**src/rcss_pkg.sv**
```systemverilog
package rcss_pkg;

    // command source codes
    localparam logic [2:0] SRC_KEYPAD = 3'h0;
    localparam logic [2:0] SRC_TWO_TERM = 3'h1;
    localparam logic [2:0] SRC_RUN_DIR = 3'h2;
    localparam logic [2:0] SRC_SERIAL = 3'h3;
    localparam logic [2:0] SRC_FIELDBUS = 3'h4;
    localparam logic [2:0] SRC_PLC = 3'h5;
    localparam logic [2:0] SRC_MAX = 3'h5;
    localparam logic [2:0] SRC_RESET = 3'h1;

    // register byte offsets
    localparam logic [7:0] ADR_SOURCE = 8'h00;
    localparam logic [7:0] ADR_DELAY = 8'h04;
    localparam logic [7:0] ADR_STATUS = 8'h08;
    localparam logic [7:0] ADR_STATION = 8'h0C;
    localparam logic [7:0] ADR_BAUD = 8'h10;
    localparam logic [7:0] ADR_FORMAT = 8'h14;
    localparam logic [7:0] ADR_PROTO = 8'h18;
    localparam logic [7:0] ADR_TERM_BASE = 8'h40;
    localparam logic [7:0] ADR_TERM_LAST = 8'h68;

    // multi-function terminals
    localparam int NUM_TERMS = 11;
    localparam logic [7:0] CODE_MAX = 8'h33;
    localparam logic [5:0] CODE_FWD = 6'h01;
    localparam logic [5:0] CODE_REV = 6'h02;
    localparam logic [5:0] CODE_NONE = 6'h00;

    // start delay, in units of 10 ms
    localparam logic [15:0] DELAY_MAX = 16'h2710;
    localparam logic [13:0] DELAY_RESET = 14'h0064;
    localparam int DELAY_UNIT_MS = 10;
    localparam int CLK_HZ = 100000000;
    localparam int DELAY_UNIT_CYCLES = DELAY_UNIT_MS * (CLK_HZ / 1000);

    // serial link settings
    localparam logic [7:0] STATION_MIN = 8'h01;
    localparam logic [7:0] STATION_MAX = 8'hFA;
    localparam logic [7:0] STATION_RESET = 8'h01;
    localparam logic [7:0] BAUD_MAX = 8'h05;
    localparam logic [2:0] BAUD_RESET = 3'h3;
    localparam logic [7:0] FORMAT_MAX = 8'h03;
    localparam logic [1:0] FORMAT_RESET = 2'h0;
    localparam logic [7:0] PROTO_MAX = 8'h01;
    localparam logic PROTO_RESET = 1'b0;

    // status word bit positions
    localparam int STAT_RUN = 0;
    localparam int STAT_REV = 1;
    localparam int STAT_PEND = 2;
    localparam int STAT_FWD_TERM = 3;
    localparam int STAT_REV_TERM = 4;
    localparam int STAT_SRC_LSB = 8;

endpackage

```
**src/rcss_delay_if.sv**
```systemverilog
`timescale 1ns/10ps
interface rcss_delay_if;
    logic request;
    logic [13:0] delay_units;
    logic run_ok;
    logic pending;

    modport ctrl (output request, output delay_units, input run_ok, input pending);
    modport timer (input request, input delay_units, output run_ok, output pending);
endinterface

```
**src/rcss_start_delay.sv**
```systemverilog
`timescale 1ns/10ps
module rcss_start_delay #(
    parameter int UNIT_CYCLES = rcss_pkg::DELAY_UNIT_CYCLES
) (
    input wire logic clk_in,
    input wire logic nrst_in,
    rcss_delay_if.timer dl
);
    localparam int PW = $clog2(UNIT_CYCLES + 1);
    localparam logic [PW-1:0] PRE_LAST = PW'(UNIT_CYCLES - 1);

    typedef enum logic [1:0] {ST_IDLE, ST_WAIT, ST_RUN} rcss_dly_e;

    rcss_dly_e state_r, state_nxt;
    logic [PW-1:0] pre_r, pre_nxt;
    logic [13:0] units_r, units_nxt;

    wire unit_done = (pre_r == PRE_LAST);
    wire [13:0] units_inc = units_r + 14'h0001;
    wire expire = unit_done && (units_inc >= dl.delay_units);

    always_comb begin
        state_nxt = state_r;
        pre_nxt = pre_r;
        units_nxt = units_r;
        case (state_r)
            ST_IDLE: begin
                pre_nxt = '0;
                units_nxt = 14'h0000;
                if (dl.request) begin
                    state_nxt = (dl.delay_units == 14'h0000) ? ST_RUN : ST_WAIT;
                end
            end
            ST_WAIT: begin
                if (!dl.request) begin
                    state_nxt = ST_IDLE;
                end else if (expire) begin
                    state_nxt = ST_RUN;
                end else if (unit_done) begin
                    pre_nxt = '0;
                    units_nxt = units_inc;
                end else begin
                    pre_nxt = pre_r + PW'(1);
                end
            end
            ST_RUN: begin
                if (!dl.request) begin
                    state_nxt = ST_IDLE;
                end
            end
            default: state_nxt = ST_IDLE;
        endcase
    end

    always_ff @(posedge clk_in or negedge nrst_in) begin
        if (!nrst_in) begin
            state_r <= ST_IDLE;
            pre_r <= '0;
            units_r <= 14'h0000;
        end else begin
            state_r <= state_nxt;
            pre_r <= pre_nxt;
            units_r <= units_nxt;
        end
    end

    assign dl.run_ok = (state_r == ST_RUN);
    assign dl.pending = (state_r == ST_WAIT);
endmodule // rcss_start_delay

```
**src/rcss_top.sv**
```systemverilog
`timescale 1ns/10ps
// Behaviour
// Source select 0..5 routes run commands: keypad, two schemes, serial, bus, PLC.
// Keypad source: forward key runs forward, reverse key reverse, stop key stops.
// Scheme one: function-1 terminal runs forward, function-2 terminal runs reverse.
// Scheme one: both terminals on or both off means stop.
// Scheme two: function-1 terminal enables run, function-2 terminal picks reverse.
// Terminal run starts after a settable delay 0.00-100.00 s, default 1.00 s.
// Eleven terminals each hold a function code 0..51.
// Serial source: run commands come from the host over the serial link.
// Station id 1..250, default 1; only frames for it are answered.
// Serial defaults: Modbus RTU, 9600 bps code, 8 data, no parity, 1 stop.
// Run commands from sources not selected are ignored.
// Withdrawing terminal run during the delay cancels the pending start.
module rcss_top #(
    parameter int DELAY_UNIT_CYCLES = rcss_pkg::DELAY_UNIT_CYCLES
) (
    // clock and reset
    input wire logic CLK_IN,
    input wire logic NRST_IN,
    // wishbone slave
    input wire logic WB_CYC_IN,
    input wire logic WB_STB_IN,
    input wire logic WB_WE_IN,
    input wire logic [7:0] WB_ADR_IN,
    input wire logic [3:0] WB_SEL_IN,
    input wire logic [31:0] WB_DAT_IN,
    output logic [31:0] WB_DAT_OUT,
    output logic WB_ACK_OUT,
    // keypad keys
    input wire logic KEY_FWD_IN,
    input wire logic KEY_REV_IN,
    input wire logic KEY_STOP_IN,
    // multi-function terminals
    input wire logic [10:0] TERM_IN,
    // serial, field bus and plc command levels
    input wire logic SER_RUN_IN,
    input wire logic SER_REV_IN,
    input wire logic FBUS_RUN_IN,
    input wire logic FBUS_REV_IN,
    input wire logic PLC_RUN_IN,
    input wire logic PLC_REV_IN,
    // serial frame address check
    input wire logic SER_FRAME_VALID_IN,
    input wire logic [7:0] SER_FRAME_ADDR_IN,
    output logic SER_ADDR_MATCH_OUT,
    // serial settings to the link engine
    output logic [7:0] SER_STATION_OUT,
    output logic [2:0] SER_BAUD_OUT,
    output logic [1:0] SER_FORMAT_OUT,
    output logic SER_PROTO_OUT,
    // drive command
    output logic RUN_OUT,
    output logic REVERSE_OUT,
    output logic START_PENDING_OUT
);
    localparam int NT = rcss_pkg::NUM_TERMS;

    logic ack_r;
    logic [31:0] rdata_r;
    logic [2:0] src_r;
    logic [13:0] delay_r;
    logic [7:0] station_r;
    logic [2:0] baud_r;
    logic [1:0] format_r;
    logic proto_r;
    logic [5:0] code_r [0:NT-1];
    logic kp_run_r, kp_run_nxt;
    logic kp_rev_r, kp_rev_nxt;
    logic run_r, rev_r, match_r;

    rcss_delay_if dl ();

    // bus decode
    wire wb_req = WB_CYC_IN && WB_STB_IN && !ack_r;
    wire wr_en = wb_req && WB_WE_IN;
    wire [7:0] wbyte = WB_DAT_IN[7:0];
    wire lane0 = WB_SEL_IN[0];
    wire hit_src = (WB_ADR_IN == rcss_pkg::ADR_SOURCE);
    wire hit_delay = (WB_ADR_IN == rcss_pkg::ADR_DELAY);
    wire hit_status = (WB_ADR_IN == rcss_pkg::ADR_STATUS);
    wire hit_station = (WB_ADR_IN == rcss_pkg::ADR_STATION);
    wire hit_baud = (WB_ADR_IN == rcss_pkg::ADR_BAUD);
    wire hit_format = (WB_ADR_IN == rcss_pkg::ADR_FORMAT);
    wire hit_proto = (WB_ADR_IN == rcss_pkg::ADR_PROTO);
    wire [7:0] term_off = WB_ADR_IN - rcss_pkg::ADR_TERM_BASE;
    wire [3:0] term_idx = term_off[5:2];
    wire hit_term = (WB_ADR_IN >= rcss_pkg::ADR_TERM_BASE)
        && (WB_ADR_IN <= rcss_pkg::ADR_TERM_LAST) && (WB_ADR_IN[1:0] == 2'h0);

    // out-of-range values leave the setting unchanged
    wire src_we = wr_en && hit_src && lane0 && (wbyte <= {5'h00, rcss_pkg::SRC_MAX});
    wire delay_we = wr_en && hit_delay && (WB_SEL_IN[1:0] == 2'h3)
        && (WB_DAT_IN[15:0] <= rcss_pkg::DELAY_MAX);
    wire station_we = wr_en && hit_station && lane0
        && (wbyte >= rcss_pkg::STATION_MIN) && (wbyte <= rcss_pkg::STATION_MAX);
    wire baud_we = wr_en && hit_baud && lane0 && (wbyte <= rcss_pkg::BAUD_MAX);
    wire format_we = wr_en && hit_format && lane0 && (wbyte <= rcss_pkg::FORMAT_MAX);
    wire proto_we = wr_en && hit_proto && lane0 && (wbyte <= rcss_pkg::PROTO_MAX);
    wire code_ok = wr_en && hit_term && lane0 && (wbyte <= rcss_pkg::CODE_MAX);

    // terminal function decode
    logic [NT-1:0] fwd_hit;
    logic [NT-1:0] rev_hit;

    genvar gi;
    generate
        for (gi = 0; gi < NT; gi++) begin : g_term
            localparam logic [5:0] CODE_RST = (gi == 0) ? rcss_pkg::CODE_FWD :
                (gi == 1) ? rcss_pkg::CODE_REV : rcss_pkg::CODE_NONE;
            always_ff @(posedge CLK_IN or negedge NRST_IN) begin
                if (!NRST_IN) begin
                    code_r[gi] <= CODE_RST;
                end else if (code_ok && term_idx == 4'(gi)) begin
                    code_r[gi] <= wbyte[5:0];
                end
            end
            assign fwd_hit[gi] = TERM_IN[gi] && (code_r[gi] == rcss_pkg::CODE_FWD);
            assign rev_hit[gi] = TERM_IN[gi] && (code_r[gi] == rcss_pkg::CODE_REV);
        end
    endgenerate

    wire fwd_term = |fwd_hit;
    wire rev_term = |rev_hit;
    wire is_kp = (src_r == rcss_pkg::SRC_KEYPAD);
    wire is_two = (src_r == rcss_pkg::SRC_TWO_TERM);
    wire is_rdir = (src_r == rcss_pkg::SRC_RUN_DIR);

    // terminal run request; equal levels in scheme one mean stop
    wire term_req = is_two ? (fwd_term ^ rev_term) : (is_rdir && fwd_term);
    wire term_run = term_req && dl.run_ok;

    assign dl.request = term_req;
    assign dl.delay_units = delay_r;

    rcss_start_delay #(
        .UNIT_CYCLES(DELAY_UNIT_CYCLES)
    ) u_delay (
        .clk_in(CLK_IN),
        .nrst_in(NRST_IN),
        .dl(dl)
    );

    // keypad latch, stop key has priority
    always_comb begin
        kp_run_nxt = kp_run_r;
        kp_rev_nxt = kp_rev_r;
        if (!is_kp) begin
            kp_run_nxt = 1'b0;
        end else if (KEY_STOP_IN) begin
            kp_run_nxt = 1'b0;
        end else if (KEY_FWD_IN) begin
            kp_run_nxt = 1'b1;
            kp_rev_nxt = 1'b0;
        end else if (KEY_REV_IN) begin
            kp_run_nxt = 1'b1;
            kp_rev_nxt = 1'b1;
        end
    end

    // source selection
    wire sel_run = is_kp ? kp_run_r :
        (is_two || is_rdir) ? term_run :
        (src_r == rcss_pkg::SRC_SERIAL) ? SER_RUN_IN :
        (src_r == rcss_pkg::SRC_FIELDBUS) ? FBUS_RUN_IN :
        (src_r == rcss_pkg::SRC_PLC) ? PLC_RUN_IN : 1'b0;
    wire sel_rev = is_kp ? kp_rev_r :
        (is_two || is_rdir) ? rev_term :
        (src_r == rcss_pkg::SRC_SERIAL) ? SER_REV_IN :
        (src_r == rcss_pkg::SRC_FIELDBUS) ? FBUS_REV_IN :
        (src_r == rcss_pkg::SRC_PLC) ? PLC_REV_IN : 1'b0;

    wire frame_match = SER_FRAME_VALID_IN && (SER_FRAME_ADDR_IN == station_r);

    // read mux
    wire [31:0] status_word = (32'(src_r) << rcss_pkg::STAT_SRC_LSB)
        | (32'(rev_term) << rcss_pkg::STAT_REV_TERM)
        | (32'(fwd_term) << rcss_pkg::STAT_FWD_TERM)
        | (32'(dl.pending) << rcss_pkg::STAT_PEND)
        | (32'(rev_r) << rcss_pkg::STAT_REV)
        | (32'(run_r) << rcss_pkg::STAT_RUN);
    wire [31:0] rd_data = hit_src ? 32'(src_r) :
        hit_delay ? 32'(delay_r) :
        hit_status ? status_word :
        hit_station ? 32'(station_r) :
        hit_baud ? 32'(baud_r) :
        hit_format ? 32'(format_r) :
        hit_proto ? 32'(proto_r) :
        hit_term ? 32'(code_r[term_idx]) : 32'h0000_0000;

    always_ff @(posedge CLK_IN or negedge NRST_IN) begin
        if (!NRST_IN) begin
            ack_r <= 1'b0;
            rdata_r <= 32'h0000_0000;
        end else begin
            ack_r <= wb_req;
            rdata_r <= (wb_req && !WB_WE_IN) ? rd_data : 32'h0000_0000;
        end
    end

    always_ff @(posedge CLK_IN or negedge NRST_IN) begin
        if (!NRST_IN) begin
            src_r <= rcss_pkg::SRC_RESET;
            delay_r <= rcss_pkg::DELAY_RESET;
        end else begin
            if (src_we) src_r <= wbyte[2:0];
            if (delay_we) delay_r <= WB_DAT_IN[13:0];
        end
    end

    always_ff @(posedge CLK_IN or negedge NRST_IN) begin
        if (!NRST_IN) begin
            station_r <= rcss_pkg::STATION_RESET;
            baud_r <= rcss_pkg::BAUD_RESET;
            format_r <= rcss_pkg::FORMAT_RESET;
            proto_r <= rcss_pkg::PROTO_RESET;
        end else begin
            if (station_we) station_r <= wbyte;
            if (baud_we) baud_r <= wbyte[2:0];
            if (format_we) format_r <= wbyte[1:0];
            if (proto_we) proto_r <= wbyte[0];
        end
    end

    always_ff @(posedge CLK_IN or negedge NRST_IN) begin
        if (!NRST_IN) begin
            kp_run_r <= 1'b0;
            kp_rev_r <= 1'b0;
            run_r <= 1'b0;
            rev_r <= 1'b0;
            match_r <= 1'b0;
        end else begin
            kp_run_r <= kp_run_nxt;
            kp_rev_r <= kp_rev_nxt;
            run_r <= sel_run;
            rev_r <= sel_rev;
            match_r <= frame_match;
        end
    end

    assign WB_ACK_OUT = ack_r;
    assign WB_DAT_OUT = rdata_r;
    assign RUN_OUT = run_r;
    assign REVERSE_OUT = rev_r;
    assign START_PENDING_OUT = dl.pending;
    assign SER_ADDR_MATCH_OUT = match_r;
    assign SER_STATION_OUT = station_r;
    assign SER_BAUD_OUT = baud_r;
    assign SER_FORMAT_OUT = format_r;
    assign SER_PROTO_OUT = proto_r;
endmodule // rcss_top

```
**config.mk**
```make
export PLATFORM = sky130hd
export DESIGN_NAME = rcss_top
export DESIGN_NICKNAME = d
export VERILOG_FILES = /design/src/rcss_pkg.sv /design/src/rcss_delay_if.sv /design/src/rcss_start_delay.sv /design/src/rcss_top.sv
export SDC_FILE = /design/constraint.sdc
export NUM_CORES = 1
export LEC_CHECK = 0
export ABC_AREA = 1
export ABC_CLOCK_PERIOD_IN_PS = 3460
export BUFFER_PORTS_ARGS = -buffer_cell sky130_fd_sc_hd__buf_2
export CORE_MARGIN = 3
export CORE_UTILIZATION = 60
export CTS_BUF_LIST = sky130_fd_sc_hd__clkbuf_8
export DETAILED_ROUTE_END_ITERATION = 10
export GPL_TIMING_DRIVEN = 0
export MAX_ROUTING_LAYER = met4
export PLACE_DENSITY = 0.83
export SLEW_MARGIN = 20
export SYNTH_ARGS = -nofsm -noshare
export SYNTH_HDL_FRONTEND = slang
export SYNTH_SLANG_ARGS = --single-unit
```
**constraint.sdc**
```tcl
create_clock -name CLK_IN -period 3.46 [get_ports CLK_IN]
set_input_delay 0.173 -clock CLK_IN [delete_from_list [all_inputs] [get_ports CLK_IN]]
set_output_delay 0.173 -clock CLK_IN [all_outputs]
set_load 0.01 [all_outputs]
```
==> results.md <==
- Result of the run: finished, final reports clean
- Buffers and inverters on the worst path: 2
- Via count: 9132
- Setup repair after global routing missed its margin: false
- Total clock buffers created by CTS: 17
- Power density cells: 339 nW/um2
- Post-synth top area share: 38.9%
- Top_reg_cell synth: dfrtp_1
- List of cells traversed by the critical path: nand3_1 -> nor2_2 -> nand2_1 -> nor2_1 -> nand2_1 -> xor2_1 -> inv_1 -> ha_1 -> a21oi_1 -> o21ai_0 -> a21oi_1 -> nand3_2 -> o21ai_4 -> nand3_2 -> buf_6 -> nand2_1 -> nand2_1
- Gate count after technology mapping: 1290
- Number of max-cap violations: 0
- Sequential share of the synthesized area: 41.4%
- Clock edge transition at the registers on the reported setup and hold paths: 0.09 ns
- Number of detailed-route iterations in the first pass: 6
- Final Max Slew Viols: 0
- Starting density of the core: 62.6%
- Cell types with the largest area share after synthesis: dfrtp_1, nand2_1, inv_1
- Number of sinks handled by clock tree synthesis: 153
- Sum of overflow across all layers after global routing: 0
- Relative area change from synthesis to final layout: 14.5%
- Worst-path cell with the longest stage delay: dfrtp_1
- Standard-cell rows: 44
- Post-layout instance area: 10600 um2
- Latest clock arrival within the worst-skew pair: 0.47 ns
- 1st-iter DRT viols: 1155
- Final period demand of the worst path: 3.19 ns
- Cell variety after synth: 46
- Maximum number of pins on one net before global-route repair: 91
- Antenna violations before repair: 0
- Number of warnings printed during yosys synthesis: 0
- Global placer's final weighted congestion: 1.00
- Routed WL per cell: 16.1 um
- Die width: 130 um
- Arrival time at the worst endpoint: 3.55 ns
- Clock tree from TritonCTS: done
- Combined area of the multi-input logic cells: 4500 um2
- Final clock period utilization by the worst path: 92.3%
- Post-synth design cell area: 9270 um2
- Worst stage delay on the critical path: 0.43 ns
- Number of failing hold endpoints at the final stage: 0
- Tightest Pin Transition: 0.828 ns
- Buffer cell driving the clock tree root: clkbuf_8
- Number of port buffers: 90
- Minimum hold slack: 0.00219 ns
- Data required, critical path: 3.81 ns
- Max Clock Freq: 0.313 GHz
- P_leak: 5.34 nW
- Maximum net fanout on the critical path: 10
- Die outline area: 17000 um2
- Area inside the core boundary: 14800 um2
- Vertical extent of the die: 130 um
- Setup violation total in the final timing report: 0
- Worst Path Class, Setup: flip-flop to flip-flop
- Final Core Density: 71.7%
- Final wirelength: 26100 um
- Most frequent cell on the critical path: nand2_1
- First-pass GRT wire length: 41900 um
- Tightest slew margin relative to the limit: 44.6%
- CP startpoint kind: flip-flop
- Layout cells sized above 1: 13.7%
- Critical path's top delay family: simple AND/OR/NAND/NOR gates
- Dpl cell area: 10100 um2
- # nets final: 1521
- Remaining routing DRC violations: 0
- Most instantiated cells after synthesis: nand2_1, inv_1, dfrtp_1
- Post-synthesis average cell area: 7.19 um2
- # IOs: 129
- Maximum level of the CTS H-tree: 4
- Total routing usage reported by global routing: 32.3%
- Remaining antenna violation count after routing: 0
- Max Clock Skew: 0.0131 ns
- Worst Hold Class: input pin to flip-flop
- Largest vdd supply drop: 0.000260 V
- Proportion of synthesized flip-flops having asynchronous set or reset: 100%
- Count leader, synth: nand2_1
- Via density: 5.62
- DP Wirelength: 19300 um
- Synthesis-stage register bit count: 153
- Footprint of the flip-flops and latches: 3840 um2
- Power, Total: 0.00360 W
- Number of inserted diodes: 0
- CTS max path bufs: 2
- Fill cell total of the finished layout: 1213
- Critical Path Sink Type: flip-flop
- Number of global-route vias before repair: 8221
- Number of enable flip-flop cells after synthesis: 0
- Cell accounting for the most synthesized area: dfrtp_1
-- kinds of logic (layout without fill, tap and decap cells) --
family	count (synthesis)	count (layout)	synth area share, %
compound gates	184	184	11.1
mux	9	9	0.972
buf+inv	240	373	10.9
xor+xnor	23	23	2.17
flops	153	153	41.4
other cells	1	18	0.0404
simple gates	664	664	31.3
fa+ha+maj	16	16	2.16
-- worst reg2reg max path, cell delays in order (launching register included) --
cell	delay [ns]
dfrtp_1	0.43
nand3_1	0.15
nor2_2	0.20
nand2_1	0.12
nor2_1	0.19
nand2_1	0.11
xor2_1	0.18
inv_1	0.07
ha_1	0.29
a21oi_1	0.16
o21ai_0	0.12
a21oi_1	0.17
nand3_2	0.17
o21ai_4	0.27
nand3_2	0.18
buf_6	0.19
nand2_1	0.06
nand2_1	0.05
-- layout make-up --
class | count | area share, %
clock buffer | 17 | 2.20
inverter | 179 | 6.33
multi-input combinational | 914 | 42.4
tap | 184 | 2.17
timing repair buffer | 101 | 5.54
sequential | 153 | 36.2
clock inverter | 15 | 1.98
buffer | 61 | 3.26
-- state kept, by name, indices dropped and copies added (netlist names), 2 cells and up --
register / count
u_delay.units_r: 14
u_delay.pre_r: 20
u_delay.state_r: 2
delay_r: 14
SER_FORMAT_OUT: 2
src_r: 3
code_r: 66
WB_DAT_OUT: 14
SER_BAUD_OUT: 3
SER_STATION_OUT: 8
-- cells in the final DEF, fill, tap and decap left out, types with 29 or more instances in the layout --
cell type	count
nand3_1	78
a21oi_1	32
dfrtp_1	144
nand4_1	62
inv_1	177
o21ai_1	36
buf_2	105
nor2_1	138
nor3_1	29
nand2_1	327
o21ai_0	71
-- path summary, 6_finish.rpt --
path | cells after the start | endpoint | slack, ns | start
setup reg to reg | 17 | u_delay.units_r[3]$_DFFE_PN0P_ | 0.27 | u_delay.units_r[2]$_DFFE_PN0P_
max in group asynchronous | 3 | src_r[0]$_DFFE_PN1P_ | 2.35 | NRST_IN
setup / recovery | 17 | u_delay.units_r[3]$_DFFE_PN0P_ | 0.27 | u_delay.units_r[2]$_DFFE_PN0P_
min in group asynchronous | 2 | SER_ADDR_MATCH_OUT$_DFF_PN0_ | 0.31 | NRST_IN
hold reg to reg | 2 | delay_r[13]$_DFFE_PN0P_ | 0.49 | delay_r[13]$_DFFE_PN0P_
hold / removal | 3 | kp_run_r$_DFFE_PN0P_ | 0.002 | KEY_REV_IN
-- layer usage --
| metal | up-vias | global-route usage, % | routed length, um | share of wire [%] |
|---|---|---|---|---|
| li1 | 4446 | - | - | - |
| met1 | 4196 | 45.9 | 11400 | 44 |
| met2 | 444 | 48.6 | 11600 | 45 |
| met3 | 46 | 5.16 | 2480 | 9.5 |
| met4 | 0 | 8.62 | 569 | 2.2 |
| met5 | - | - | 0 | 0 |
-- per-stage QoR --
stage	instances	setup slack, ns	TNS (ns)
floorplan	1307	0.659	0
global placement	1581	-0.0108	-0.445
detailed placement	1582	0.0857	0
CTS	1624	0.0611	0
global route	1624	0.0546	0
finish	1624	0.265	0
-- power by group --
| part | internal, W | switching [W] | leakage, nW |
|---|---|---|---|
| sequential | 0.00179 | 0.00000621 | 2.04 |
| clock | 0.000849 | 0.000696 | 0.233 |
| combinational | 0.0000818 | 0.000175 | 3.07 |
-- what timing repair did --
| action | CTS | global route |
|---|---|---|
| resized for setup | 0 | 17 |
| hold buffers | 10 | 0 |
| setup buffers | 0 | 0 |
| endpoints found under the hold margin | 92 | 0 |
| setup endpoints to repair | 0 | 31 |
(Power assumes the default switching activity.)
